## config.mk

```make
export PLATFORM = sky130hd
export DESIGN_NAME = rtc_muxed_host_bus_port
export DESIGN_NICKNAME = d
export VERILOG_FILES = /design/src/rtc_port_pkg.sv /design/src/strobe_if.sv /design/src/strobe_sync.sv /design/src/rtc_muxed_host_bus_port.sv
export VERILOG_INCLUDE_DIRS = /design/src
export SDC_FILE = /design/constraint.sdc
export NUM_CORES = 1
export LEC_CHECK = 0
export ABC_AREA = 1
export BUFFER_PORTS_ARGS = -buffer_cell sky130_fd_sc_hd__buf_2
export CORE_ASPECT_RATIO = 0.5
export CORE_MARGIN = 2
export CORE_UTILIZATION = 41
export DETAILED_ROUTE_END_ITERATION = 10
export GPL_TIMING_DRIVEN = 0
export PLACE_DENSITY = 0.64
export SYNTH_ARGS = -nofsm -noshare
export SYNTH_HDL_FRONTEND = slang
export SYNTH_SLANG_ARGS = --single-unit
```

## constraint.sdc

```tcl
create_clock -name clk -period 28.4 [get_ports clk]
set_clock_uncertainty 0.2 [all_clocks]
set_input_delay 5.68 -clock clk [delete_from_list [all_inputs] [get_ports clk]]
set_output_delay 5.68 -clock clk [all_outputs]
set_load 0.02 [all_outputs]
```

## src/rtc_port_params.svh

```systemverilog
`ifndef RTC_PORT_PARAMS_SVH
`define RTC_PORT_PARAMS_SVH

// Clock and timebase
`define CLK_HZ            20000000
`define OSC_HZ            32768
`define OSC_DIV_CYCLES    (`CLK_HZ / `OSC_HZ)
`define OSC_DIV_W         10
`define CHAIN_W           15

// Byte locations
`define LOC_COUNT         128
`define LOC_SECONDS       7'h00
`define LOC_REG_A         7'h0A
`define LOC_REG_B         7'h0B
`define LOC_REG_C         7'h0C
`define LOC_REG_D         7'h0D
`define LOC_CENTURY       7'h32

// Control byte A fields
`define A_UIP             7
`define A_DV_HI           6
`define A_DV_LO           4
`define A_RS_HI           3
`define A_RS_LO           0
`define DV_RUN            3'h2
`define DV_CHAIN_HOLD     2'h3
`define DV_RST            3'h0
`define RS_RST            4'h0
`define RS_OFF            4'h0
`define RS_TAP_1          4'h1
`define RS_TAP_2          4'h2
`define TAP_IDX_1         4'h6
`define TAP_IDX_2         4'h7
`define TAP_IDX_OFFSET    4'h2

// Control byte B fields
`define B_SET             7
`define B_PIE             6
`define B_AIE             5
`define B_UIE             4
`define B_SQUARE_WAVE_ENABLE            3
`define B_DM              2
`define B_HR24            1
`define B_DSE             0
`define REG_B_RST         8'h00

// Flag byte C and status byte D fields
`define C_SUMMARY_INT_FLAG            7
`define C_PF              6
`define C_AF              5
`define C_UF              4
`define D_VRT             7

// Seconds byte top bit is read-only
`define SEC_WR_MASK       8'h7F
`define BYTE_ZERO         8'h00

`endif

```

## src/rtc_port_pkg.sv

```systemverilog
package rtc_port_pkg;

  typedef logic [7:0] byte_type;
  typedef logic [6:0] loc_type;

  typedef enum logic {
    STYLE_RW_STROBES  = 1'b0,
    STYLE_DATA_STROBE = 1'b1
  } bus_style_type;

  typedef enum logic [2:0] {
    PH_IDLE  = 3'b001,
    PH_READ  = 3'b010,
    PH_WRITE = 3'b100
  } bus_phase_type;

endpackage : rtc_port_pkg

```

## src/strobe_if.sv

```systemverilog
`timescale 1ns/1ps
interface strobe_if;
  logic level;
  logic rise;
  logic fall;

  modport producer (output level, output rise, output fall);
  modport consumer (input level, input rise, input fall);
endinterface : strobe_if

```

## src/strobe_sync.sv

```systemverilog
`timescale 1ns/1ps
module strobe_sync (
  // Clock and reset
  input  wire logic clk,
  input  wire logic arst_n,
  // Raw pin
  input  wire logic pin,
  // Synchronised level and edges
  strobe_if.producer sp
);

  logic meta;
  logic stable;
  logic prev;

  // Two flops, then a third for edge detection [RQ25]
  always_ff @(posedge clk or negedge arst_n) begin
    if (!arst_n) begin
      meta   <= 1'b0;
      stable <= 1'b0;
      prev   <= 1'b0;
    end else begin
      meta   <= pin;
      stable <= meta;
      prev   <= stable;
    end
  end

  assign sp.level = stable;
  assign sp.rise  = stable & ~prev;
  assign sp.fall  = ~stable & prev;

endmodule : strobe_sync

```

## src/rtc_muxed_host_bus_port.sv

```systemverilog
`timescale 1ns/1ps
`include "rtc_port_params.svh"
// Summary of operation
// RQ1: Style pin low: read/write strobes; high: data strobe
// RQ2: Address strobe fall latches seven address bits
// RQ3: Address strobe rise discards address regardless of select
// RQ4: Host presents address before address strobe falls
// RQ5: Read drives eight bits late in strobe pulse
// RQ6: Bus released on data strobe fall or read rise
// RQ7: Host holds write data stable late in pulse
// RQ8: Data strobe style captures write on falling edge
// RQ9: Direction high marks read, low marks write
// RQ10: Strobe style: direction is write enable, read enables
// RQ11: Without chip select, addresses latch, no access
// RQ12: Host holds chip select across all strobes
// RQ13: Power fail forces chip select inactive
// RQ14: Interrupt pin low while enabled flag set
// RQ15: Reading flag byte clears flags, releases interrupt
// RQ16: Reset pin clears interrupt and square-wave enables
// RQ17: Reset pin clears all flags, releases interrupt
// RQ18: Bus accesses refused while reset pin low
// RQ19: Reset pin leaves counters, calendar, RAM unchanged
// RQ20: Host holds power-up reset beyond internal timer
// RQ21: Square wave picks one of thirteen divider taps
// RQ22: 128 locations, century byte at 32h
// RQ23: Flag byte and status byte are read-only
// RQ24: Rate select read/write, kept through reset pin
// RQ25: Strobes synchronised before their edges are used
// RQ26: Flags clear only after the read completes
module rtc_muxed_host_bus_port (
  // Clock and reset
  input  wire logic                     clk,
  input  wire logic                     arst_n,
  // Multiplexed host bus
  input  wire logic                     bus_style_select,
  input  wire logic                     address_latch_strobe,
  input  wire logic                     data_strobe_pin,
  input  wire logic                     rw_pin,
  input  wire logic                     chip_select_n,
  input  wire rtc_port_pkg::byte_type   muxed_bus_lines_in,
  output      rtc_port_pkg::byte_type   muxed_bus_lines_out,
  output wire logic                     muxed_bus_lines_oe_n,
  // Device reset and supply
  input  wire logic                     reset_pin_n,
  input  wire logic                     power_fail,
  // Timekeeping events and status
  input  wire logic                     update_in_progress,
  input  wire logic                     update_end_event,
  input  wire logic                     alarm_event,
  input  wire logic                     ram_valid,
  // Interrupt pin, open drain
  output wire logic                     irq_out,
  output wire logic                     irq_oe_n,
  // Square wave
  output logic                          square_wave_out,
  // Control bits for the timekeeper, and the bus access phase
  output logic [2:0]                    divider_ctrl,
  output logic [3:0]                    rate_select_field,
  output wire logic                     set_mode,
  output wire logic                     data_mode,
  output wire logic                     hour_24_mode,
  output wire logic                     dst_enable,
  output      rtc_port_pkg::bus_phase_type access_phase
);
  import rtc_port_pkg::*;

  strobe_if as_s ();
  strobe_if ds_s ();
  strobe_if rw_s ();
  strobe_if cs_s ();

  strobe_sync u_as_sync (
    .clk    (clk),
    .arst_n (arst_n),
    .pin    (address_latch_strobe),
    .sp     (as_s)
  );

  strobe_sync u_ds_sync (
    .clk    (clk),
    .arst_n (arst_n),
    .pin    (data_strobe_pin),
    .sp     (ds_s)
  );

  strobe_sync u_rw_sync (
    .clk    (clk),
    .arst_n (arst_n),
    .pin    (rw_pin),
    .sp     (rw_s)
  );

  strobe_sync u_cs_sync (
    .clk    (clk),
    .arst_n (arst_n),
    .pin    (chip_select_n),
    .sp     (cs_s)
  );

  bus_style_type style;
  byte_type      bus_d1;
  byte_type      bus_d2;
  byte_type      bus_d3;
  loc_type       addr;
  logic          addr_valid;
  logic          access_ok;
  logic          read_req;
  logic          write_req;
  logic          read_end;
  logic          write_end;
  logic          drive;
  logic          flag_read_done;
  byte_type      read_byte;
  byte_type      reg_b;
  logic          update_end_flag;
  logic          alarm_flag;
  logic          periodic_flag;
  logic          summary_int_flag;
  logic          periodic_int_enable;
  logic          alarm_int_enable;
  logic          update_end_int_enable;
  logic          square_wave_enable;
  logic [`OSC_DIV_W-1:0] prescale;
  logic          osc_tick;
  logic [`CHAIN_W-1:0]   chain;
  logic [3:0]    tap_idx;
  logic          tap;
  logic          tap_prev;
  logic          periodic_event;
  bus_phase_type next_phase;

  // General RAM plus clock bytes; no reset, so contents survive [RQ19]
  byte_type mem [0:`LOC_COUNT-1]; // [RQ22]

  assign style = bus_style_type'(bus_style_select); // [RQ1]

  // Delay line keeps bus data aligned with the synchronised strobes
  always_ff @(posedge clk or negedge arst_n) begin
    if (!arst_n) begin
      bus_d1 <= `BYTE_ZERO;
      bus_d2 <= `BYTE_ZERO;
      bus_d3 <= `BYTE_ZERO;
    end else begin
      bus_d1 <= muxed_bus_lines_in;
      bus_d2 <= bus_d1;
      bus_d3 <= bus_d2;
    end
  end

  // Address latch; bus_d3 is the value seen just before the edge
  always_ff @(posedge clk or negedge arst_n) begin
    if (!arst_n) begin
      addr       <= `LOC_SECONDS;
      addr_valid <= 1'b0;
    end else if (as_s.rise) begin
      addr_valid <= 1'b0; // [RQ3]
    end else if (as_s.fall) begin
      addr       <= bus_d3[6:0]; // [RQ2] [RQ4] [RQ11]
      addr_valid <= 1'b1;
    end
  end

  // Select gated by power fail and the reset pin
  assign access_ok = ~cs_s.level & ~power_fail & reset_pin_n; // [RQ13] [RQ18]

  always_comb begin
    if (style == STYLE_DATA_STROBE) begin
      read_req  = ds_s.level & rw_s.level; // [RQ9]
      write_req = ds_s.level & ~rw_s.level; // [RQ9]
      read_end  = ds_s.fall; // [RQ6]
      write_end = ds_s.fall; // [RQ8]
    end else begin
      read_req  = ~ds_s.level; // [RQ10]
      write_req = ~rw_s.level; // [RQ10]
      read_end  = ds_s.rise; // [RQ6]
      write_end = rw_s.rise;
    end
  end

  // Access phase tracking
  always_comb begin
    next_phase = access_phase;
    case (access_phase)
      PH_IDLE: begin
        if (addr_valid && access_ok && read_req) begin // [RQ11]
          next_phase = PH_READ;
        end else if (addr_valid && access_ok && write_req) begin
          next_phase = PH_WRITE;
        end
      end
      PH_READ: begin
        if (read_end || !access_ok) begin
          next_phase = PH_IDLE;
        end
      end
      PH_WRITE: begin
        if (write_end || !access_ok) begin
          next_phase = PH_IDLE;
        end
      end
      default: next_phase = PH_IDLE;
    endcase
  end

  always_ff @(posedge clk or negedge arst_n) begin
    if (!arst_n) begin
      access_phase <= PH_IDLE;
    end else begin
      access_phase <= next_phase;
    end
  end

  // Flag byte clears once the read has finished [RQ26]
  assign flag_read_done = (access_phase == PH_READ) && read_end
                          && access_ok && (addr == `LOC_REG_C); // [RQ15]

  // Read mux
  always_comb begin
    case (addr)
      `LOC_REG_A: read_byte = {update_in_progress, divider_ctrl,
                               rate_select_field};
      `LOC_REG_B: read_byte = reg_b;
      `LOC_REG_C: read_byte = {summary_int_flag, periodic_flag,
                               alarm_flag, update_end_flag, 4'h0};
      `LOC_REG_D: read_byte = {ram_valid, 7'h00};
      default:    read_byte = mem[addr];
    endcase
  end

  // Data is refreshed each cycle of the read so it tracks the source
  always_ff @(posedge clk or negedge arst_n) begin
    if (!arst_n) begin
      muxed_bus_lines_out <= `BYTE_ZERO;
    end else if (next_phase == PH_READ) begin
      muxed_bus_lines_out <= read_byte; // [RQ5]
    end
  end

  // Drive only inside the read, dropped on the closing edge
  assign drive = (access_phase == PH_READ) && read_req && access_ok
                 && !read_end; // [RQ5] [RQ6] [RQ10]
  assign muxed_bus_lines_oe_n = ~drive;

  // Byte store; flag and status bytes ignore writes
  always_ff @(posedge clk) begin
    if (access_phase == PH_WRITE && write_end && access_ok) begin // [RQ8]
      case (addr)
        `LOC_REG_A, `LOC_REG_B, `LOC_REG_C, `LOC_REG_D: begin // [RQ23]
        end
        `LOC_SECONDS: mem[addr] <= bus_d3 & `SEC_WR_MASK;
        default:      mem[addr] <= bus_d3;
      endcase
    end
  end

  // Byte A: rate select survives the reset pin
  always_ff @(posedge clk or negedge arst_n) begin
    if (!arst_n) begin
      divider_ctrl      <= `DV_RST;
      rate_select_field <= `RS_RST;
    end else if (access_phase == PH_WRITE && write_end && access_ok
                 && addr == `LOC_REG_A) begin
      divider_ctrl      <= bus_d3[`A_DV_HI:`A_DV_LO];
      rate_select_field <= bus_d3[`A_RS_HI:`A_RS_LO]; // [RQ24]
    end
  end

  // Byte B; the reset pin clears only the enables
  always_ff @(posedge clk or negedge arst_n) begin
    if (!arst_n) begin
      reg_b <= `REG_B_RST;
    end else if (!reset_pin_n) begin
      reg_b[`B_PIE]  <= 1'b0; // [RQ16]
      reg_b[`B_AIE]  <= 1'b0; // [RQ16]
      reg_b[`B_UIE]  <= 1'b0; // [RQ16]
      reg_b[`B_SQUARE_WAVE_ENABLE] <= 1'b0; // [RQ16]
    end else if (access_phase == PH_WRITE && write_end && access_ok
                 && addr == `LOC_REG_B) begin
      reg_b <= bus_d3;
    end
  end

  assign periodic_int_enable   = reg_b[`B_PIE];
  assign alarm_int_enable      = reg_b[`B_AIE];
  assign update_end_int_enable = reg_b[`B_UIE];
  assign square_wave_enable    = reg_b[`B_SQUARE_WAVE_ENABLE];
  assign set_mode              = reg_b[`B_SET];
  assign data_mode             = reg_b[`B_DM];
  assign hour_24_mode          = reg_b[`B_HR24];
  assign dst_enable            = reg_b[`B_DSE];

  // Flags: reset pin wins, otherwise a new event beats the read clear
  always_ff @(posedge clk or negedge arst_n) begin
    if (!arst_n) begin
      update_end_flag <= 1'b0;
      alarm_flag      <= 1'b0;
      periodic_flag   <= 1'b0;
    end else if (!reset_pin_n) begin
      update_end_flag <= 1'b0; // [RQ17]
      alarm_flag      <= 1'b0; // [RQ17]
      periodic_flag   <= 1'b0; // [RQ17]
    end else begin
      update_end_flag <= update_end_event
                         | (update_end_flag & ~flag_read_done); // [RQ15]
      alarm_flag      <= alarm_event
                         | (alarm_flag & ~flag_read_done); // [RQ15]
      periodic_flag   <= periodic_event
                         | (periodic_flag & ~flag_read_done); // [RQ15]
    end
  end

  assign summary_int_flag = (periodic_flag & periodic_int_enable)
                          | (alarm_flag & alarm_int_enable)
                          | (update_end_flag & update_end_int_enable);

  // Open drain: pull low while a summary request stands
  assign irq_out  = 1'b0;
  assign irq_oe_n = ~summary_int_flag; // [RQ14] [RQ17]

  // Oscillator stand-in: one tick per nominal oscillator period
  always_ff @(posedge clk or negedge arst_n) begin
    if (!arst_n) begin
      prescale <= '0;
    end else if (prescale == `OSC_DIV_W'(`OSC_DIV_CYCLES - 1)) begin
      prescale <= '0;
    end else begin
      prescale <= prescale + `OSC_DIV_W'(1);
    end
  end

  assign osc_tick = (prescale == `OSC_DIV_W'(`OSC_DIV_CYCLES - 1));

  // Divider chain; held clear while the chain-reset pattern is set
  always_ff @(posedge clk or negedge arst_n) begin
    if (!arst_n) begin
      chain <= '0;
    end else if (divider_ctrl[2:1] == `DV_CHAIN_HOLD) begin
      chain <= '0;
    end else if (osc_tick && divider_ctrl == `DV_RUN) begin
      chain <= chain + `CHAIN_W'(1);
    end
  end

  // Tap choice: codes 1 and 2 reuse the taps of codes 8 and 9 [RQ21]
  always_comb begin
    case (rate_select_field)
      `RS_TAP_1: tap_idx = `TAP_IDX_1;
      `RS_TAP_2: tap_idx = `TAP_IDX_2;
      default:   tap_idx = rate_select_field - `TAP_IDX_OFFSET;
    endcase
  end

  assign tap = (rate_select_field != `RS_OFF) && chain[tap_idx]; // [RQ21]

  always_ff @(posedge clk or negedge arst_n) begin
    if (!arst_n) begin
      tap_prev <= 1'b0;
    end else begin
      tap_prev <= tap;
    end
  end

  assign periodic_event = tap & ~tap_prev;

  // Square wave gated by enable; dead under power fail
  always_ff @(posedge clk or negedge arst_n) begin
    if (!arst_n) begin
      square_wave_out <= 1'b0;
    end else begin
      square_wave_out <= tap & square_wave_enable & ~power_fail; // [RQ21]
    end
  end

endmodule : rtc_muxed_host_bus_port

```

==> impl_metrics.ini <==
[pwr]
p_switching_mw = 1.03
pwr-share-clk_pct = 39.6
p_leak_nw = 22.6
total_power_mw = 3.83
pwr-share-comb_pct = 12.6
pwr-share-seq_pct = 47.8
p_per_area_nw_per_um2 = 70.3
peakVddDrop_mv = 0.0439
switching_share_pct = 26.9
p_int_mw = 2.80

[timing]
timing.slew.headroom_pct = 13.8
hold_viol_final = 0
fmax_ghz = 0.0786
finalCritPeriodShare_pct = 44.8
tightestPinTransition_ns = 1.29
layout_min_cycle_time_ns = 12.73
setup_ws_ns = 15.67
rsz0062_at_grt = no
setup_viol = 0
slew_violations = 0

[clock_network]
cts_buffer_depth = 3
root_buffer = clkbuf_16
clk_pin_slew_ns = 0.06
post_cts_buffers = 0
htreeDepth = 3
cts_resized = 0
ctsHoldBuffers = 0
insertion_delay_ns = 0.72
cts.sinks = 1123
cts_tree = done
cts_buffers = 106

[drt]
vias = 34179
drc_errors = 0
wl_per_cell_um = 23.8
via_per_inst = 5.26
wirelength_mm = 154
drtIter0Drc = 4910
route.antenna.remaining_nets = 0
dr.pass1.iters = 8

[placement]
dp_hpwl_mm = 108
finalWeightedCongestion = 0.981
port_buffers = 45
dp_slack_ns = 15.66

[synth]
synth_seq_area_share_pct = 69.0
synth_edf_count = 1024
synth_largest_area_cell = edfxtp_1
ys_types = 43
yosysWarnings = 0
yosysMostFrequentCell = nand2_1
synth_area_um2 = 48100
synth_area_leaders = edfxtp_1 64%, nand2_1 8.8%, inv_1 5.6%
synthTopCellsByCount = 1126 x nand2_1, 1024 x edfxtp_1, 721 x inv_1
avgSynthCellArea_um2 = 10.4
postSynthCellCount = 4619
ys.flop_type = edfxtp_1
synth_top_area_share_pct = 63.9
synth-async-reset-ratio_pct = 8.82
ys_ff_latch = 1123

[grt]
grt_pass1_wl_mm = 218
grt_start_max_net_pins = 81
first_global_vias = 32026
groute.usage.overall_pct = 25.4
grt.overflow.total = 0
antenna_found_initial = 6

[critical_path]
arrival_ns = 6.85
reg2reg_slack_ns = 23.78
path_class = input pin to output port
critPathCaptureType = output port
crit_fanout = 4
required_ns = 22.52
cp-start-kind = input pin

[flow_run]
maxCapViolCount = 0

[final_layout]
utilization_pct = 47.1
nets = 4857
drive_above_1_share_pct = 9.79
areaGrowthSynthToFinish_pct = 13.3

[die]
die_y_um = 246
die_w_um = 489
initial_utilization_pct = 41.5
die_area_um2 = 120000
num_rows = 88
coreArea_um2 = 116000
ioPinCount = 47

[outcome]
status = completed

[min_path]
hold_path.class = flip-flop to flip-flop
final timing paths:
check | startpoint | end | cells past startpoint
worst max-delay path | bus_style_select | muxed_bus_lines_oe_n | 7
worst min-delay path | bus_d1[7] | bus_d2[7] | 0
worst max register to register | addr[3] | mem[66][3] | 8
worst min register to register | bus_d1[7] | bus_d2[7] | 0
max in group asynchronous | arst_n | bus_d3[4] | 2
min in group asynchronous | arst_n | muxed_bus_lines_out[1] | 1
critical path, cell delays in order:
cell and delay, ns:
buf_2 0.11, inv_1 0.10, nand2_1 0.08, o21ai_0 0.38, nor2_1 0.14, nand3_1 0.14, buf_2 0.21
cells by family after synthesis:
kind of cell | share of synthesized area (%)
compound gates | 3.56
other cells | 0.00779
fa+ha+maj | 0.156
simple gates | 19.2
buf+inv | 7.81
flops | 69.0
xor+xnor | 0.182
state kept, by name, summed over array words and instances (netlist names), 4 cells and up:
name / flops
addr: 7
chain: 15
rate_select_field: 4
muxed_bus_lines_out: 8
reg_b: 8
bus_d1: 8
prescale: 10
bus_d2: 8
bus_d3: 8
mem: 1024
power groups by stage:
stage / Sequential (mW) / Combinational [mW] / Clock [mW]
2_1_floorplan: 1.87 / 0.238 / 0
3_3_place_gp: 1.88 / 0.446 / 0
3_5_place_dp: 1.87 / 0.466 / 0
4_1_cts: 1.83 / 0.468 / 1.52
5_1_grt: 1.83 / 0.506 / 1.58
6_report: 1.83 / 0.484 / 1.52
cells in the final DEF, fill, tap and decap left out, drive strengths merged, types with 53 or more instances in the layout:
master and count:
buf 224, clkbuf 165, clkinv 53, dfrtp 98, edfxtp 1024, inv 730, nand2 1128, nand3 354
nor2 651, o211ai 77, o21ai 176, or2 90
cell type report:
class                      count  area [um^2]
antenna                        3         7.51
multi-input combinational   2600        11300
clock buffer                 120         2860
sequential                  1123        33300
tap                         1575         1970
fill                       10536        61300
timing repair buffer          71          576
clock inverter                79          817
inverter                     730         2740
buffer                       198         1020
per-stage QoR:
stage / instances / cell area, um^2 / hold WS (ns) / TNS (ns)
final: 6499 / 54500 / 0.149 / 0
after global routing: 6496 / 54500 / 0.156 / 0
after CTS: 6496 / 54500 / 0.152 / 0
after detailed placement: 6297 / 50800 / 0.135 / 0
after global placement: 6271 / 50400 / 0.132 / -1433.14
after floorplan: 4651 / 48200 / 0.131 / 0
metal layers:
layer | part of all wire, % | GRT usage (%) | routed length [um]
met1 | 40 | 34.8 | 62500
met2 | 44 | 38.8 | 67200
met3 | 11 | 6.10 | 17300
met4 | 4.7 | 10.8 | 7320
met5 | 0.0052 | 0 | 8
No activity file was read; power rests on OpenSTA's default activity.
